<file path="config.mk">
export PLATFORM = sky130hd
export DESIGN_NAME = ipv_ctrl
export DESIGN_NICKNAME = d
export VERILOG_FILES = /design/src/ipv_pkg.sv /design/src/ipv_ctrl.sv
export SDC_FILE = /design/constraint.sdc
export NUM_CORES = 1
export LEC_CHECK = 0
export ABC_CLOCK_PERIOD_IN_PS = 33700
export BUFFER_PORTS_ARGS = -buffer_cell sky130_fd_sc_hd__buf_2
export CAP_MARGIN = 20
export CORE_MARGIN = 4
export CORE_UTILIZATION = 35
export DETAILED_ROUTE_END_ITERATION = 8
export MAX_ROUTING_LAYER = met4
export PLACE_DENSITY_LB_ADDON = 0.1
export RECOVER_POWER = 25
export SLEW_MARGIN = 5
export SYNTH_ARGS = -nofsm -noshare
export SYNTH_HDL_FRONTEND = slang
export SYNTH_SLANG_ARGS = --single-unit
</file>
<file path="constraint.sdc">
create_clock -name hclk -period 33.7 [get_ports hclk]
set_clock_uncertainty 0.05 [all_clocks]
set_input_delay 6.74 -clock hclk [delete_from_list [all_inputs] [get_ports hclk]]
set_output_delay 6.74 -clock hclk [all_outputs]
set_load 0.03 [all_outputs]
</file>
<file path="src/ipv_pkg.sv">
// package for the interrupt priority and vectoring block
// assumes an AHB-Lite slave port and one core clock hclk
package ipv_pkg;
    // source count and level width
    localparam int NSRC = 18;
    localparam int LVLW = 2;
    localparam int NLVL = 4;
    // register indices, byte address is index * 4
    localparam logic [7:0] IDX_PRIO_HI_A = 8'hB7;
    localparam logic [7:0] IDX_PRIO_LO_A = 8'hB8;
    localparam logic [7:0] IDX_PRIO_LO_B = 8'hEF;
    localparam logic [7:0] IDX_PRIO_HI_B = 8'hF7;
    localparam logic [7:0] IDX_PRIO_LO_C = 8'hFE;
    localparam logic [7:0] IDX_PRIO_HI_C = 8'hFF;
    localparam logic [7:0] IDX_STATUS    = 8'h80;
    // priority register slots inside the block
    localparam int NREG = 6;
    localparam int SLOT_HI_A = 0;
    localparam int SLOT_LO_A = 1;
    localparam int SLOT_LO_B = 2;
    localparam int SLOT_HI_B = 3;
    localparam int SLOT_LO_C = 4;
    localparam int SLOT_HI_C = 5;
    // writable bit masks, reserved bits read zero
    localparam logic [7:0] MASK_A = 8'h7F;
    localparam logic [7:0] MASK_B = 8'hFF;
    localparam logic [7:0] MASK_C = 8'h07;
    localparam logic [7:0] PRIO_RST = 8'h00;
    // status word field positions
    localparam int ST_INSV_LSB = 0;
    localparam int ST_LVL_LSB  = 4;
    localparam int ST_BUSY_BIT = 6;
    localparam int ST_SRC_LSB  = 8;
    // length of the hardware long call in cycles
    localparam int CALL_CYCLES_DEF = 4;
    // sources whose flag drops when their call is taken
    localparam logic [NSRC-1:0] CLR_MASK_DEF = 18'h10149;
    // vector address per source, natural order 0 highest
    localparam logic [15:0] VEC_TAB [NSRC] = '{
        16'h0003, 16'h0043, 16'h0053, 16'h000B, 16'h0033, 16'h005B,
        16'h0013, 16'h003B, 16'h001B, 16'h0023, 16'h0073, 16'h004B,
        16'h002B, 16'h0063, 16'h006B, 16'h007B, 16'h0083, 16'h008B};
    // one taken call as seen by the core
    typedef struct packed {
        logic [15:0]     vec;
        logic [4:0]      src;
        logic [LVLW-1:0] lvl;
    } ipv_call_t;
    // call sequencer states
    typedef enum logic {ST_IDLE = 1'b0, ST_CALL = 1'b1} ipv_state_t;
endpackage

</file>
<file path="src/ipv_ctrl.sv">
// interrupt priority, arbitration and service tracking
// assumes the core sequencer on hclk gives gated flags and
// instruction status, and software uses word AHB-Lite access
// Summary of operation
// - bank a high bits for seven sources
// - level is high bit over low bit
// - bank b low bits, eight sources
// - bank b high bits, eight sources
// - bank c low bits, three sources, page 0
// - bank c high bits, three sources, page 0
// - all priority registers reset to zero
// - flags sampled, resolved every cycle
// - no call while equal/higher level serviced
// - call only on last instruction cycle
// - no call on config write or interrupt return
// - blocked requests are never remembered
// - call pushes pc, not status word
// - pc gets winning source vector
// - flag clear on call is per source
// - interrupt return ends current service
// - popped return address is not checked
// - plain return leaves service state set
// - highest level wins, then natural order
// - hardware call lasts four cycles
`timescale 1ns/100ps
`default_nettype none
module ipv_ctrl
    import ipv_pkg::*;
#(
    parameter int               CALL_CYCLES = CALL_CYCLES_DEF,
    parameter logic [NSRC-1:0]  CLR_MASK    = CLR_MASK_DEF
) (
    input  wire logic             hclk,
    input  wire logic             hresetn,
    input  wire logic             hsel,
    input  wire logic [31:0]      haddr,
    input  wire logic [1:0]       htrans,
    input  wire logic             hwrite,
    input  wire logic [2:0]       hsize,
    input  wire logic [31:0]      hwdata,
    input  wire logic             hready,
    output logic [31:0]           hrdata,
    output logic                  hreadyout,
    output logic                  hresp,
    input  wire logic [NSRC-1:0]  irq_req,
    input  wire logic             instr_last,
    input  wire logic             instr_cfg_wr,
    input  wire logic             instr_irq_ret,
    input  wire logic             irq_ret_done,
    output logic                  call_req,
    output ipv_call_t             call_info,
    output logic [NSRC-1:0]       flag_clr,
    output logic                  call_busy,
    output logic [NLVL-1:0]       in_service
);

    // refuse shapes the logic cannot serve
    if (CALL_CYCLES < 1 || CALL_CYCLES > 15) begin : g_chk
        $error("ipv_ctrl: CALL_CYCLES out of range");
    end

    // bus side state
    logic             wr_pend_q;   // write data phase due
    logic [7:0]       wr_idx_q;    // index of that write
    logic [31:0]      rdata_q;     // read data for data phase
    logic [7:0]       prio_q [NREG]; // priority registers
    logic [7:0]       prio_d [NREG]; // with pending write applied
    logic [7:0]       wr_mask [NREG]; // writable bits per slot

    // sequencer and service state
    ipv_state_t       state_q;     // call sequencer
    logic [3:0]       cyc_q;       // cycles left in the call
    logic [NLVL-1:0]  insv_q;      // in-service per level
    logic [NLVL-1:0]  insv_d;
    logic             call_q;      // one-cycle call pulse
    ipv_call_t        info_q;      // last taken call
    logic [NSRC-1:0]  clr_q;       // flag clear pulses

    // arbitration results
    logic [NSRC-1:0]  src_hi;
    logic [NSRC-1:0]  src_lo;
    logic             win_vld;
    logic [4:0]       win_src;
    logic [LVLW-1:0]  win_lvl;
    logic             blocked;
    logic             take;
    logic [NLVL-1:0]  lvl_seen;    // levels among live requests

    // address phase qualifier
    logic             ap_valid;
    logic [7:0]       ap_idx;
    logic             ap_word;

    assign ap_valid = hsel && htrans[1] && hready;
    assign ap_word  = (hsize == 3'h2) && (haddr[31:10] == 22'h0);
    assign ap_idx   = haddr[9:2];

    // writable masks, reserved bits stay zero
    assign wr_mask[SLOT_HI_A] = MASK_A;
    assign wr_mask[SLOT_LO_A] = MASK_A;
    assign wr_mask[SLOT_LO_B] = MASK_B;
    assign wr_mask[SLOT_HI_B] = MASK_B;
    assign wr_mask[SLOT_LO_C] = MASK_C;
    assign wr_mask[SLOT_HI_C] = MASK_C;

    // index to slot, -1 for no priority register
    function automatic int slot_of(input logic [7:0] idx);
        int s;
        s = -1;
        unique case (idx)
            IDX_PRIO_HI_A: s = SLOT_HI_A;
            IDX_PRIO_LO_A: s = SLOT_LO_A;
            IDX_PRIO_LO_B: s = SLOT_LO_B;
            IDX_PRIO_HI_B: s = SLOT_HI_B;
            IDX_PRIO_LO_C: s = SLOT_LO_C;
            IDX_PRIO_HI_C: s = SLOT_HI_C;
            default:       s = -1;
        endcase
        return s;
    endfunction

    // register values after this cycle's write; read mux uses
    // them so a read right behind a write sees the new value
    always_comb begin
        int s;
        s = slot_of(wr_idx_q);
        for (int i = 0; i < NREG; i++) begin
            prio_d[i] = prio_q[i];
        end
        if (wr_pend_q && s >= 0) begin
            prio_d[s] = hwdata[7:0] & wr_mask[s];
        end
    end

    // bus write tracking, zero wait states
    always_ff @(posedge hclk or negedge hresetn) begin
        if (!hresetn) begin
            wr_pend_q <= 1'b0;
            wr_idx_q  <= 8'h00;
        end else begin
            wr_pend_q <= ap_valid && hwrite && ap_word;
            if (ap_valid) begin
                wr_idx_q <= ap_idx;
            end
        end
    end

    // priority registers
    always_ff @(posedge hclk or negedge hresetn) begin
        if (!hresetn) begin
            for (int i = 0; i < NREG; i++) begin
                prio_q[i] <= PRIO_RST;
            end
        end else begin
            for (int i = 0; i < NREG; i++) begin
                prio_q[i] <= prio_d[i];
            end
        end
    end

    // read data latched in the address phase
    always_ff @(posedge hclk or negedge hresetn) begin
        if (!hresetn) begin
            rdata_q <= 32'h0;
        end else if (ap_valid && !hwrite) begin
            if (!ap_word) begin
                rdata_q <= 32'h0;
            end else if (ap_idx == IDX_STATUS) begin
                // status shows service state and last call
                rdata_q <= {19'h0, info_q.src, 1'b0,
                            call_busy, info_q.lvl, insv_q};
            end else if (slot_of(ap_idx) >= 0) begin
                rdata_q <= {24'h0, prio_d[slot_of(ap_idx)]};
            end else begin
                // unmapped reads answer zero
                rdata_q <= 32'h0;
            end
        end
    end

    // response is always ready and OKAY
    // no wait states: every register answers from flops
    always_ff @(posedge hclk or negedge hresetn) begin
        if (!hresetn) begin
            hreadyout <= 1'b1;
            hresp     <= 1'b0;
        end else begin
            hreadyout <= 1'b1;
            hresp     <= 1'b0;
        end
    end
    assign hrdata = rdata_q;

    // per source high and low bits in natural order
    assign src_hi = {prio_q[SLOT_HI_C][2], prio_q[SLOT_HI_C][1],
                     prio_q[SLOT_HI_C][0], prio_q[SLOT_HI_B][3],
                     prio_q[SLOT_HI_B][2], prio_q[SLOT_HI_B][7],
                     prio_q[SLOT_HI_B][6], prio_q[SLOT_HI_B][5],
                     prio_q[SLOT_HI_A][4], prio_q[SLOT_HI_A][3],
                     prio_q[SLOT_HI_B][1], prio_q[SLOT_HI_A][2],
                     prio_q[SLOT_HI_A][6], prio_q[SLOT_HI_B][0],
                     prio_q[SLOT_HI_A][1], prio_q[SLOT_HI_B][4],
                     prio_q[SLOT_HI_A][5], prio_q[SLOT_HI_A][0]};
    assign src_lo = {prio_q[SLOT_LO_C][2], prio_q[SLOT_LO_C][1],
                     prio_q[SLOT_LO_C][0], prio_q[SLOT_LO_B][3],
                     prio_q[SLOT_LO_B][2], prio_q[SLOT_LO_B][7],
                     prio_q[SLOT_LO_B][6], prio_q[SLOT_LO_B][5],
                     prio_q[SLOT_LO_A][4], prio_q[SLOT_LO_A][3],
                     prio_q[SLOT_LO_B][1], prio_q[SLOT_LO_A][2],
                     prio_q[SLOT_LO_A][6], prio_q[SLOT_LO_B][0],
                     prio_q[SLOT_LO_A][1], prio_q[SLOT_LO_B][4],
                     prio_q[SLOT_LO_A][5], prio_q[SLOT_LO_A][0]};

    // resolve the winner in the cycle the flags are seen; no
    // request is held, so a flag gone by now is simply lost
    always_comb begin
        logic [LVLW-1:0] l;
        l       = '0;
        win_vld = 1'b0;
        win_src = 5'h0;
        win_lvl = '0;
        // walk from lowest natural priority so ties go upward
        for (int i = NSRC - 1; i >= 0; i--) begin
            l = {src_hi[i], src_lo[i]};
            if (irq_req[i] && (!win_vld || l >= win_lvl)) begin
                win_vld = 1'b1;
                win_src = 5'(i);
                win_lvl = l;
            end
        end
    end

    // levels present among live requests; kept apart from the
    // arbiter walk so a broken walk cannot vouch for itself
    always_comb begin
        lvl_seen = '0;
        for (int i = 0; i < NSRC; i++) begin
            if (irq_req[i]) begin
                lvl_seen[{src_hi[i], src_lo[i]}] = 1'b1;
            end
        end
    end

    // any level at or above the winner still in service
    // the shift drops the levels below the winner; what is left blocks
    assign blocked = |(insv_q >> win_lvl);

    // call conditions, evaluated fresh every cycle; nothing here
    // is registered, so a refused request leaves no trace
    assign take = win_vld && !blocked && instr_last
                  && !instr_cfg_wr && !instr_irq_ret
                  && (state_q == ST_IDLE);

    // call sequencer, busy for the call's length
    always_ff @(posedge hclk or negedge hresetn) begin
        if (!hresetn) begin
            state_q <= ST_IDLE;
            cyc_q   <= 4'h0;
        end else begin
            unique case (state_q)
                ST_IDLE: if (take) begin
                    state_q <= ST_CALL;
                    cyc_q   <= 4'(CALL_CYCLES - 1);
                end
                ST_CALL: if (cyc_q == 4'h0) begin
                    state_q <= ST_IDLE;
                end else begin
                    cyc_q <= cyc_q - 4'h1;
                end
            endcase
        end
    end

    // call pulse with vector; the core pushes pc only, the
    // status word is left alone as for a software long call
    always_ff @(posedge hclk or negedge hresetn) begin
        if (!hresetn) begin
            call_q <= 1'b0;
            info_q <= '0;
            clr_q  <= '0;
        end else begin
            call_q <= take;
            clr_q  <= '0;
            if (take) begin
                info_q.vec <= VEC_TAB[win_src];
                info_q.src <= win_src;
                info_q.lvl <= win_lvl;
                // only some sources drop their flag on entry
                clr_q <= CLR_MASK & (NSRC'(1) << win_src);
            end
        end
    end

    // in-service: return clears the top level, a new call sets
    // its level; the set is applied last so it always wins
    always_comb begin
        insv_d = insv_q;
        if (irq_ret_done) begin
            // the return address itself is never inspected
            for (int i = 0; i < NLVL; i++) begin
                if (insv_q[i] && ((insv_q >> i) == 4'h1)) begin
                    insv_d[i] = 1'b0;
                end
            end
        end
        if (take) begin
            insv_d[win_lvl] = 1'b1;
        end
    end

    // a plain return has no input here, so service stays set
    always_ff @(posedge hclk or negedge hresetn) begin
        if (!hresetn) begin
            insv_q <= '0;
        end else begin
            insv_q <= insv_d;
        end
    end

    // outputs come straight from their registers
    assign call_req   = call_q;
    assign call_info  = info_q;
    assign flag_clr   = clr_q;
    assign call_busy  = (state_q == ST_CALL);
    assign in_service = insv_q;

    // checks on what this block drives
    AST_CALL_LAST: assert property (@(posedge hclk) disable iff (!hresetn)
        call_q |-> $past(instr_last))
        else $error("call without last instruction cycle");

    AST_CALL_NOBLOCK: assert property (@(posedge hclk) disable iff (!hresetn)
        call_q |-> !$past(instr_cfg_wr) && !$past(instr_irq_ret))
        else $error("call during config write or return");

    AST_BUSY_LEN: assert property (@(posedge hclk) disable iff (!hresetn)
        call_q |-> call_busy [*4] ##1 !call_busy)
        else $error("call length wrong");

    AST_VECTOR: assert property (@(posedge hclk) disable iff (!hresetn)
        call_q |-> info_q.vec == VEC_TAB[info_q.src])
        else $error("vector does not match source");

    AST_NEST: assert property (@(posedge hclk) disable iff (!hresetn)
        call_q |-> (($past(insv_q) >> info_q.lvl) == 4'h0))
        else $error("call over equal or higher service");

    // level index taken at the call, not one cycle back
    AST_SET_LVL: assert property (@(posedge hclk) disable iff (!hresetn)
        call_q |-> insv_q[info_q.lvl]
            && ((($past(insv_q) >> info_q.lvl) & 4'h1) == 4'h0))
        else $error("service level not recorded");

    AST_HOLD: assert property (@(posedge hclk) disable iff (!hresetn)
        (!call_q && !$past(irq_ret_done)) |-> insv_q == $past(insv_q))
        else $error("service state moved without cause");

    AST_CLR: assert property (@(posedge hclk) disable iff (!hresetn)
        call_q |-> flag_clr == (CLR_MASK & (NSRC'(1) << info_q.src)))
        else $error("flag clear does not follow source");

    // source index taken at the call, the flags one cycle back
    AST_LIVE_REQ: assert property (@(posedge hclk) disable iff (!hresetn)
        call_q |-> |($past(irq_req) & (NSRC'(1) << info_q.src)))
        else $error("call for a request not active");

    // no live request may sit above the winner's level
    AST_WINNER: assert property (@(posedge hclk) disable iff (!hresetn)
        take |-> ((lvl_seen >> win_lvl) == 4'h1))
        else $error("winner level below a live request");

endmodule // ipv_ctrl
`default_nettype wire

</file>
# == After elaboration in Yosys (flattened, before gate mapping) ==
# Memories as Yosys holds them, arrays and structs flattened. A register that Yosys moved wholly into a read port is not among the register bits.
# Cells that the tools add are included.
# op_classes
add_sub_neg,1
n_lt_le_gt_ge,24
n_eq_ne,19
n_shift,2
muxes,89
bitwise_logic,6
reduce_logical,77
# op_table
cell,count
32-bit case mux with 6 select lines,2
32-bit 2-to-1 mux,8
"8-bit == test, second input constant",13
5-bit 2-to-1 mux,18
"32-bit by 1-bit >= comparator with 1-bit output, second input constant",2
"32-bit by 4-bit >= comparator with 1-bit output, second input constant",2
32-bit NOT,2
48-bit bitwise mux,1
48-bit 2-to-1 mux,1
8-bit 2-to-1 mux,6
2-bit 2-to-1 mux,18
2-bit >= comparator,17
1-bit logical AND,34
"32-bit by 1-bit < comparator with 1-bit output, second input constant",1
8-bit binary-select mux with 3-bit select,1
8-bit demux with 3-bit select,1
1-bit 2-to-1 mux,24
1-bit logical NOT,22
22-bit logical NOT,1
1-bit logical OR,17
17-bit 2-to-1 mux,1
"1-bit by 5-bit << shifter with 17-bit output, first input constant",1
4-bit 2-to-1 mux,4
13-bit 2-to-1 mux,1
other kinds (19),20
# totals
reg_bits,124
mem_bits_ro,576
in_bits,96
output_inout_bits,81
word_cells,236
n_memories,2
# memory_table
memory,depth,word_bits,rd,rd_ports_with_merged_regs,wr,line,source
(name not given),32,16,1,1,0,ipv_ctrl.sv:285,info_q.vec <= VEC_TAB[win_src];
(name not given),8,8,1,0,0,ipv_ctrl.sv:131,prio_d[s] = hwdata[7:0] & wr_mask[s];

# == Logic depth before layout (Yosys ltp) ==
# Gate-level depths: netlist of run 1.
# depth
word_depth,79
depth_mapped,126

# == Worst setup path before layout of run 1 ==
# No wires, ideal clock.
# synth_timing
path_type,input -> register
start,in irq_req[17]
end,"reg, netlist name call_info[11]"
setup_ns,0.120
t_arrival_ns,27.452
required_time_ns,33.530
path_slack_ns,6.078
cell_stages,118
n_path_buf,0
cell_sequence,nand2_1 > inv_1 > ha_1 > nand2b_1 > a22o_2 > a21o_1 > ha_1 > nand2b_1 > a211o_1 > a221oi_1 > a31oi_1 > ha_1 > nand2b_1 > a221oi_1 > o31ai_1 > o21a_1 > inv_1 > ha_1 > [... 82 more ...] > a211oi_1 > o311ai_1 > nand2_1 > ha_1 > nand2b_1 > a21oi_1 > o31ai_1 > nand2_1 > or2b_2 > a31oi_1 > inv_1 > ha_1 > inv_1 > a21o_1 > nand3_1 > a21oi_1 > a21oi_1 > a31o_2
# synth_between
word_cells_on_any_way,131
# synth_rtl
element,line,source
from (decl),ipv_ctrl.sv:45,"input wire logic [NSRC-1:0] irq_req,"
2-bit 2-to-1 mux / 1-bit 2-to-1 mux (equally long branches),ipv_ctrl.sv:225,if (irq_req[i] && (!win_vld || l >= win_lvl)) begin
2-bit >= comparator / 1-bit logical NOT (equally long branches),ipv_ctrl.sv:225,
1-bit logical OR,ipv_ctrl.sv:225,
1-bit logical AND,ipv_ctrl.sv:225,
2-bit 2-to-1 mux / 1-bit 2-to-1 mux (equally long branches),ipv_ctrl.sv:225,
2-bit >= comparator / 1-bit logical NOT (equally long branches),ipv_ctrl.sv:225,
1-bit logical OR,ipv_ctrl.sv:225,
1-bit logical AND,ipv_ctrl.sv:225,
[... 55 more ...],--,
1-bit logical AND,ipv_ctrl.sv:225,
2-bit 2-to-1 mux / 1-bit 2-to-1 mux (equally long branches),ipv_ctrl.sv:225,
2-bit >= comparator / 1-bit logical NOT (equally long branches),ipv_ctrl.sv:225,
1-bit logical OR,ipv_ctrl.sv:225,
1-bit logical AND,ipv_ctrl.sv:225,
5-bit 2-to-1 mux (*),ipv_ctrl.sv:225,
via win_src[1],ipv_ctrl.sv:83,logic [4:0] win_src;
5-bit NOT with 6-bit output (implied by the code) (*),ipv_ctrl.sv:285,
# The timed path passes the listed nets; every way through them passes the cells marked *.
# A chain may end at the register's enable or synchronous reset.

# == Worst setup path after layout of run 1 ==
# layout_timing
start,in irq_req[17]
end,"reg insv_q[1], in the netlist in_service[1]"
# layout_between
elab_chain_cells,78
word_cells_on_any_way,119
# layout_lines
element,line,source
2-bit 2-to-1 mux / 1-bit 2-to-1 mux (equally long branches),ipv_ctrl.sv:225,
2-bit >= comparator / 1-bit logical NOT (equally long branches),ipv_ctrl.sv:225,
1-bit logical OR,ipv_ctrl.sv:225,
1-bit logical AND,ipv_ctrl.sv:225,
2-bit 2-to-1 mux / 1-bit 2-to-1 mux (equally long branches),ipv_ctrl.sv:225,
2-bit >= comparator / 1-bit logical NOT (equally long branches),ipv_ctrl.sv:225,
1-bit logical OR,ipv_ctrl.sv:225,
1-bit logical AND,ipv_ctrl.sv:225,
[... 62 more ...],--,
4-bit OR reduction,ipv_ctrl.sv:246,assign blocked = |(insv_q >> win_lvl);
1-bit logical NOT,ipv_ctrl.sv:250,assign take = win_vld && !blocked && instr_last
1-bit logical AND (*) (2 in series),ipv_ctrl.sv:250,
1-bit logical AND (*) (2 in series),ipv_ctrl.sv:251,&& !instr_cfg_wr && !instr_irq_ret
1-bit logical AND (*),ipv_ctrl.sv:252,&& (state_q == ST_IDLE);
via take,ipv_ctrl.sv:86,logic take;
4-bit 2-to-1 mux (*),ipv_ctrl.sv:306,if (take) begin
via insv_d[1],ipv_ctrl.sv:74,logic [NLVL-1:0] insv_d;
to (signal assigned),ipv_ctrl.sv:316,insv_q <= insv_d;
to (decl),ipv_ctrl.sv:73,logic [NLVL-1:0] insv_q;
# Marks and branches as above.

==> results of run 1 <==
[sequential cells by signal, indices dropped and copies added (netlist names), 4 cells and up]
register    count
call_info      12
cyc_q           4
flag_clr        5
hrdata         13
in_service      4
prio_q         48
wr_idx_q        8
[worst reg2reg max path: cells and delay by family, from the launching register on]
family	cells	cell delay (ns)
simple gates	36	5.89
fa+ha+maj	18	4.76
compound gates	57	13.03
flops	1	0.38
buf+inv	3	0.31
[final cells by class]
class / instances / area (um2) / share of cell area, %
clock buffers: 13 / 260 / 3.33
clock inverters: 2 / 37.5 / 0.480
multi-input cells: 588 / 4030 / 51.5
repair buffers: 108 / 539 / 6.90
inverters: 51 / 191 / 2.45
flip-flops and latches: 97 / 2430 / 31.1
well taps: 265 / 332 / 4.24
[power by group through the flow]
stage,Sequential (mW),Clock [mW],Combinational (mW)
floorplan,0.155,0,0.0996
finish,0.143,0.103,0.146
CTS,0.143,0.106,0.147
global placement,0.145,0,0.143
global route,0.145,0.112,0.163
detailed placement,0.145,0,0.146
[per-layer routing]
metal	vias to the layer above	part of all wire (%)	wire length (um)	global-route usage, %
met5	-	0	0	-
met4	0	1.5	291	4.57
met3	16	5.7	1090	2.83
met2	198	46	8800	28.2
met1	2863	47	9100	24.9
li1	2879	-	-	-
[cells by family (layout without fill, tap and decap cells)]
logic type                 count (synthesis)  in the layout  share of synthesized area, %
adders and majority gates                 29             29                          5.22
buffers and inverters                    111            174                          9.06
other                                      2             43                         0.108
DFF                                       97             97                          35.0
xor gates and xnor gates                   2              2                         0.253
AOI/OAI and AO/OA                        204            204                          21.7
and+or+nand+nor                          249            249                          18.9
muxes                                     61             61                          9.75
[how the worst min path moves through the flow]
stage	cells after the start	slack, ns	startpoint	to
2_1_floorplan	2	0.38	prio_q[15]$_DFF_PN0_	prio_q[15]$_DFF_PN0_
3_3_place_gp	2	0.40	prio_q[15]$_DFF_PN0_	prio_q[15]$_DFF_PN0_
3_5_place_dp	2	0.40	prio_q[15]$_DFF_PN0_	prio_q[15]$_DFF_PN0_
4_1_cts	2	0.42	prio_q[15]$_DFF_PN0_	prio_q[15]$_DFF_PN0_
5_1_grt	2	0.44	prio_q[15]$_DFF_PN0_	prio_q[15]$_DFF_PN0_
6_report	2	0.41	prio_q[15]$_DFF_PN0_	prio_q[15]$_DFF_PN0_
[Yosys cell counts, types with 5 or more instances]
master and count:
nand3_1 18, a31oi_1 11, mux2i_1 9, nand2_1 73
buf_4 46, inv_1 50, nand4_1 5, o21ai_0 40
a221oi_1 8, and3_1 7, a211oi_1 8, mux2_2 52
a21o_1 9, clkbuf_1 7, nor2_1 42, ha_1 28
a21oi_1 27, nor4_1 10, a32o_1 7, dfrtp_1 97
and2_1 18, nand2b_1 24, o21a_1 5, nor3_1 10
nor2b_1 6, a22o_1 8, o31ai_1 9, o211ai_1 11
a21boi_0 6
==> results.md, run 1 <==
* Status: finished with violations
* Failing checks: capacitance limit, slew limit
* Final WL at 19300 um
* Cell Area, Synth at about 0.007 mm2
* Worst r2r path cells at approximately 110
* Synth area leader: dfrtp_1
* Crit path capture: in_service[1]$_DFF_PN0_
* # hold bufs at CTS at 0
* Post-DP HPWL at between 15000 and 20000 um
* Cells after Synth at approximately 760
* Worst Max-Slew Pin Slew at 1.87 ns
* DR pass1 iterations at 5
* Clk_lat worst skew at 0.34 ns
* Worst setup EP type: flop
* Clock buffer depth at 2
* Placement Setup Slack at 2.83 ns
* Number of buffers created by CTS at 9
* Delay-heaviest family, CP: compound AO/OA/AOI/OAI gates
* Yosys cell types at 91
* Die ar. at 0.0221 mm2
* Initial antenna violation count at 0
* Non-Filler Instances at approximately 1100
* Tot Pwr at 0.392 mW
* Worst path most repeated cell: ha_1
* Post-Place Cells at 1108
* FMAX at ~33 MHz
* Final setup vio count at 0
* Switching Share at 37.6%
* Final ANT Viol Nets at 0
* Root Driver: clkbuf_16
* Net count, final at 979
* Reg2reg end: in_service[1]$_DFF_PN0_
* Post-CTS setup buffer count at 0
* Ant. Diodes at 0
* Setup crit start kind: input pin
* R2r startpoint: prio_q[10]$_DFF_PN0_
* Layout cells sized above 1 at around a quarter
* Yosys warns at 0
* CTS tree: yes
* CP Max Fanout at 28
* H-tree depth at 3
* CP max stage cell: o31ai_1
* Grt total ovfl at 0
* GPL Wtd Cong at 0.854
* Final Util at approximately 40%
* Initial detailed-routing violation count at 330
* Setup slack, reg-to-reg at ~9.2 ns
* Core area at a little under 0.02 mm2
* Vias in the first global route at 5955
* Worst path buffer plus inverter count at 3
* Worst EP required at between 30 and 40 ns
* Initial Util at 35.6%
* Pin count of the biggest net entering global routing at 64
* Clk slew on worst S/H paths at around 0.06 ns
* Vias per cell at 5.30
* Worst Hold Class: reg -> reg
* Dpl cell area at roughly 0.0075 mm2
* Max stage delay on crit path at between 0.6 and 0.7 ns
* Worst slew margin at -24.8%
* Max Slew Vio Count at 36
* Synth async-reset ratio at 100%
* Commonest non-fill, non-tap cell in the layout: buf_2
* Row count at 51
* Number of synthesized flops with an enable pin at 0
* Yosys top cell area share at 35.0%
* Via Count at between 5000 and 6000
* Die X at 149 um
* Post-synthesis sequential area ratio at between 30% and 40%
* Wire length per cell at between 15 and 20 um
* Fill count at 1974
* Synth Register Bits at 97
* Die height at ~150 um
* DRC violations left at 0
* Clock power share at between 20% and 30%
* # IOs at ~180
* Tcrit/Tclk final at between 90% and 100%
* PD cells at 50.2 mW/mm2
* Commonest non-fill, non-tap cells in the layout: buf_2 (103), dfrtp_1 (97), nand2_1 (73)
* IR drop worst, VDD at 0.0341 mV
* Num Clock Sinks at 97
* Hold WS at just over 0.4 ns
* Worst Setup SP: irq_req[17]
* Leak at 3.66 nW
* Cts repair resizes at 0
* P_int at ~0.25 mW
* First-pass GRT wire length at approximately 31000 um
* Area growth from synthesis to layout at 12.8%
* Syn_area_per_cell at between 9 and 10 um2
* Net Sw Power at 0.147 mW
* Synth top area cells: dfrtp_1 (35%), mux2_2 (8.5%), ha_1 (5.1%)
* Synth Flop Type: dfrtp_1
* Seq pwr share at 36.4%
* CP Class: in -> reg
* Max cap viols at 1
* Fin crit period at around 31 ns
* Gate power share at between 30% and 40%
* Crit path depth at 114
* Final setup margin at 2.95 ns
* Final instance area at approximately 0.0078 mm2
* Final hold violation count at 0
* WP data arrival at 30.92 ns
* RSZ-0062 raised after global routing: false
* Global Route Usage Sum at 18.1%
* Final setup TNS at 0 ns
* Port Buf Inserts at 106
(Power assumes the default switching activity.)
==> run 2: changes to the inputs <==
--- a/config.mk
+++ b/config.mk
@@ -10,10 +10,12 @@
 export CAP_MARGIN = 20
 export CORE_MARGIN = 4
 export CORE_UTILIZATION = 35
+export CTS_BUF_LIST = sky130_fd_sc_hd__clkbuf_8
 export DETAILED_ROUTE_END_ITERATION = 8
 export MAX_ROUTING_LAYER = met4
 export PLACE_DENSITY_LB_ADDON = 0.1
 export RECOVER_POWER = 25
+export REMOVE_ABC_BUFFERS = 1
 export SLEW_MARGIN = 5
 export SYNTH_ARGS = -nofsm -noshare
 export SYNTH_HDL_FRONTEND = slang
==> results.md, run 2 (same netlist as run 1, synthesis figures left out) <==
* Post-DP HPWL at between 15000 and 20000 um
* Max stage delay on crit path at 0.66 ns
* # IOs at 177
* Root Driver: clkbuf_8
* GPL Wtd Cong at 0.874
* Num Clock Sinks at 97
* Gr busiest metal: met2
* Vias in the first global route at 5982
* Net count, final at 979
* First-pass GRT wire length at 30700 um
* GR Util met1 at 23.6%
* Final WL at 19500 um
* Multi-input gate area at 0.00403 mm2
* Final hold violation count at 0
* Via Count at 5899
* CTS tree: yes
* Worst Max-Slew Pin Slew at 1.72 ns
* CP Max Fanout at 28
* Max Slew Vio Count at 33
* # hold bufs at CTS at 0
* Worst slew margin at -14.6%
* Row count at 51
* Initial antenna violation count at 0
* Status: finished with violations
* Initial detailed-routing violation count at 341
* DR pass1 iterations at 5
* Max cap viols at 1
* Largest register FFs at 48
* Global Route Usage Sum at between 10% and 20%
* Reg with most FFs: prio_q
* Vias per cell at 5.24
* Commonest non-fill, non-tap cell in the layout: buf_2
* Final ANT Viol Nets at 0
* Worst setup EP type: flop
* Ant. Diodes at 0
* Final Util at 39.5%
* CP Class: in -> reg
* Gate power share at approximately 40%
* Area growth from synthesis to layout at 10.9%
* Failing checks: capacitance limit, slew limit
* Worst path most repeated cell: ha_1
* RSZ-0062 raised after global routing: false
* Pin count of the biggest net entering global routing at 67
* Number of buffers created by CTS at 9
* Tot Pwr at 0.359 mW
* FF/Latch Area at roughly 0.0024 mm2
* Setup crit start kind: input pin
* Grt total ovfl at 0
* Post-CTS setup buffer count at 0
* P_int at 0.212 mW
* Worst Hold Class: reg -> reg
* H-tree depth at 3
* Cts repair resizes at 0
* Clock power share at 19.3%
* Fin crit period at between 30 and 40 ns
* Seq pwr share at about 40%
* Port Buf Inserts at 106
* Switching Share at ~41%
* Die ar. at between 0.02 and 0.025 mm2
* Final setup vio count at 0
* Wire length per cell at 17.3 um
* Met3 Resource Use GR at 2.13%
* Tcrit/Tclk final at 91.6%
* Core area at a little under 0.02 mm2
* Fill count at approximately 2000
* Initial Util at around 36%
* Leak at 3.61 nW
* Met2 usage at slightly below 30%
* Clk slew on worst S/H paths at approximately 0.10 ns
* Die height at 149 um
* Layout cells sized above 1 at approximately a quarter
* CP max stage cell: o31ai_1
* Die X at 149 um
* IR drop worst, VDD at roughly 0.023 mV
* FMAX at 32.4 MHz
* Commonest non-fill, non-tap cells in the layout: buf_2 (101), dfrtp_1 (97), nand2_1 (73)
* PD cells at around 47 mW/mm2
* WP data arrival at 31.06 ns
* Clk_lat worst skew at 0.37 ns
* Final setup TNS at 0 ns
* Clock buffer depth at 2
* Worst EP required at ~34 ns
* Net Sw Power at between 0.1 and 0.15 mW
* DRC violations left at 0
## run 2: changes by cell type in the layout (fill, tap and decap cells not counted), sizes merged
cell / before / now
clkinv: 0 / 4
buf: 104 / 102
bufinv: 1 / 0
clkbuf: 17 / 16
inv: 51 / 52
## run 2: worst paths after layout
| kind | endpoint | start | depth (start not counted) | slack, ns |
|---|---|---|---|---|
| worst min register to register | prio_q[15]$_DFF_PN0_ | prio_q[15]$_DFF_PN0_ | 2 | 0.43 |
| worst max register to register | in_service[1]$_DFF_PN0_ | prio_q[10]$_DFF_PN0_ | 114 | 9.00 |
| max in group asynchronous | prio_q[32]$_DFF_PN0_ | hresetn | 2 | 25.18 |
| worst max-delay path | in_service[1]$_DFF_PN0_ | irq_req[17] | 114 | 2.84 |
| min in group asynchronous | flag_clr[16]$_DFF_PN0_ | hresetn | 1 | 6.76 |
| worst min-delay path | prio_q[15]$_DFF_PN0_ | prio_q[15]$_DFF_PN0_ | 2 | 0.43 |
## run 2: power groups by stage
stage / Clock (mW) / Sequential, mW / Combinational, mW
2_1_floorplan: 0 / 0.156 / 0.0918
3_3_place_gp: 0 / 0.145 / 0.142
3_5_place_dp: 0 / 0.145 / 0.146
4_1_cts: 0.0716 / 0.143 / 0.147
5_1_grt: 0.0756 / 0.145 / 0.163
6_report: 0.0691 / 0.143 / 0.147
## run 2: final cells by class
class                   count  share of cell area (%)
repair buffers            108                    6.98
clock inverters             6                   0.456
inverters                  51                    2.49
multi-input cells         588                    52.4
clock buffers              10                    1.79
flip-flops and latches     97                    31.6
well taps                 265                    4.31
## run 2: metrics by stage
step                cells  area [um2]  setup slack [ns]  hold slack [ns]
finish               1125        7690              2.84            0.427
global route         1125        7690             0.587            0.471
CTS                  1124        7690              2.94            0.430
detailed placement   1108        7520              2.71            0.409
global placement     1108        7520              3.25            0.401
floorplan             736        6650              6.08            0.377
## run 2: per-layer routing
| layer | vias up | share of wire (%) |
|---|---|---|
| met3 | 16 | 3.9 |
| li1 | 2881 | - |
| met5 | - | 0 |
| met2 | 139 | 47 |
| met4 | 0 | 1.6 |
| met1 | 2863 | 47 |
## run 2: critical path, delay by kind of cell
kind,cells,cell delay (ns)
compound gates,58,13.14
simple gates,35,5.87
buf+inv,3,0.45
fa+ha+maj,18,4.82
==> run 3: changes to the inputs <==
--- a/config.mk
+++ b/config.mk
@@ -9,7 +9,7 @@
 export BUFFER_PORTS_ARGS = -buffer_cell sky130_fd_sc_hd__buf_2
 export CAP_MARGIN = 20
 export CORE_MARGIN = 4
-export CORE_UTILIZATION = 35
+export CORE_UTILIZATION = 60
 export CTS_BUF_LIST = sky130_fd_sc_hd__clkbuf_8
 export DETAILED_ROUTE_END_ITERATION = 8
 export MAX_ROUTING_LAYER = met4
==> results.md, run 3 (same netlist as run 1, synthesis figures left out) <==
* Clk slew on worst S/H paths at 0.09 ns
* Max Slew Vio Count at 30
* Worst r2r path cells at 113
* DR pass1 iterations at 5
* HP Start: prio_q[15]$_DFF_PN0_
* Max cap viols at 1
* Initial Util at about 63%
* Max stage delay on crit path at 0.69 ns
* Post-CTS setup buffer count at 0
* Vias per cell at slightly above 6
* Worst Hold Class: reg -> reg
* Hold path depth at 2
* DRC violations left at 0
* Row count at 38
* # hold bufs at CTS at 0
* Commonest non-fill, non-tap cells in the layout: buf_2 (102), dfrtp_1 (97), nand2_1 (73)
* Worst path most repeated cell: ha_1
* Wire length per cell at about 18 um
* WL met1 at 7560 um
* Reg with most FFs: prio_q
* Initial detailed-routing violation count at approximately 370
* Worst setup EP type: flop
* Final Util at around two thirds
* Status: finished with violations
* GPL Wtd Cong at ~0.94
* Ant. Diodes at 0
* Met2 wire length at between 8000 and 9000 um
* IR drop worst, VDD at 0.0497 mV
* Final WL at roughly 18000 um
* Setup crit start kind: input pin
* Grt total ovfl at 0
* Pin count of the biggest net entering global routing at 70
* Core area at approximately 0.011 mm2
* CTS tree: yes
* Largest register FFs at 48
* Vias in the first global route at a little over 6000
* Initial antenna violation count at 0
* Via Count at 6131
* R2r startpoint: prio_q[10]$_DFF_PN0_
* CP max stage cell: o31ai_1
* FMAX at 32.3 MHz
* Cts repair resizes at 0
* Die ar. at 0.0133 mm2
* Final setup TNS at 0 ns
* Failing checks: capacitance limit, slew limit
* Worst slew margin at -2.45%
* Final setup vio count at 0
* Post-DP HPWL at 14200 um
* Final ANT Viol Nets at 0
* Met3 wire length at around 1300 um
* Area growth from synthesis to layout at 9.70%
* Num Clock Sinks at 97
* Tcrit/Tclk final at 91.9%
* PD cells at 50.2 mW/mm2
* Clock buffer depth at 2
* H-tree depth at 3
* Global Route Usage Sum at 28.0%
* Port Buf Inserts at approximately 110
* Root Driver: clkbuf_8
* Commonest non-fill, non-tap cell in the layout: buf_2
* CP Max Fanout at 28
* First-pass GRT wire length at 28900 um
* Worst EP required at 33.90 ns
* Layout cells sized above 1 at 24.9%
* # IOs at 177
* Max Used Layer: met4
* WP data arrival at between 30 and 40 ns
* Final hold violation count at 0
* Leak at about 3.6 nW
* RSZ-0062 raised after global routing: false
* CP Class: in -> reg
* Reg2reg end: in_service[1]$_DFF_PN0_
* Net count, final at between 900 and 1000
* Fin crit period at around 31 ns
* Setup slack, reg-to-reg at 8.89 ns
* Die height at 115 um
* Clk_lat worst skew at 0.36 ns
* Die X at 115 um
* Number of buffers created by CTS at 9
* Sink of the worst hold path: prio_q[15]$_DFF_PN0_
* Worst Max-Slew Pin Slew at 1.54 ns
[run 3: cell count changes in the layout (fill, tap and decap cells not counted)]
| cell | delta |
|---|---|
| bufinv_16 | +3 |
| buf_2 | +1 |
| clkbuf_2 | -1 |
| clkinv_4 | -1 |
| clkinvlp_4 | -1 |
| inv_1 | -1 |
[run 3: metal layers]
layer,up-vias,global-route usage [%]
li1,2880,-
met1,2926,36.2
met2,293,46.4
met3,32,2.82
met4,0,9.23
met5,-,-
[run 3: final cells by class]
class | count | area (um2)
Timing Repair Buffer | 108 | 537
Multi-Input combinational cell | 588 | 4030
Sequential cell | 97 | 2430
Clock inverter | 6 | 105
Fill cell | 909 | 3480
Inverter | 51 | 191
Tap cell | 140 | 175
Clock buffer | 10 | 138
[run 3: power by group]
group / internal (mW) / switching [mW]
Clock: 0.0509 / 0.0394
Sequential: 0.130 / 0.0132
Combinational: 0.0541 / 0.0941
[run 3: worst max path at each step]
stage	start	depth (start not counted)	endpoint
finish	irq_req[17]	113	in_service[1]$_DFF_PN0_
global placement	irq_req[17]	114	in_service[1]$_DFF_PN0_
CTS	irq_req[17]	114	in_service[1]$_DFF_PN0_
floorplan	irq_req[17]	118	call_info[11]$_DFFE_PN0P_
global route	irq_req[17]	114	in_service[1]$_DFF_PN0_
detailed placement	irq_req[17]	114	in_service[1]$_DFF_PN0_
[run 3: metrics by stage]
stage | instance area (um2) | worst slack (ns) | hold WS [ns] | cells | total power [mW]
after floorplan | 6650 | 6.08 | 0.377 | 736 | 0.248
after global placement | 7360 | 3.58 | 0.388 | 983 | 0.283
after detailed placement | 7360 | 2.87 | 0.393 | 983 | 0.291
after CTS | 7600 | 3.08 | 0.414 | 999 | 0.381
after global routing | 7600 | 0.878 | 0.433 | 1000 | 0.405
final | 7600 | 2.73 | 0.418 | 1000 | 0.381
[run 3: worst max-delay path, delay by kind of cell]
kind / cells / cell delay (ns)
AO/OA/AOI/OAI: 58 / 13.26
adder cells (fa/ha/maj): 18 / 4.95
buffers and inverters: 3 / 0.44
AND/OR/NAND/NOR: 34 / 5.75
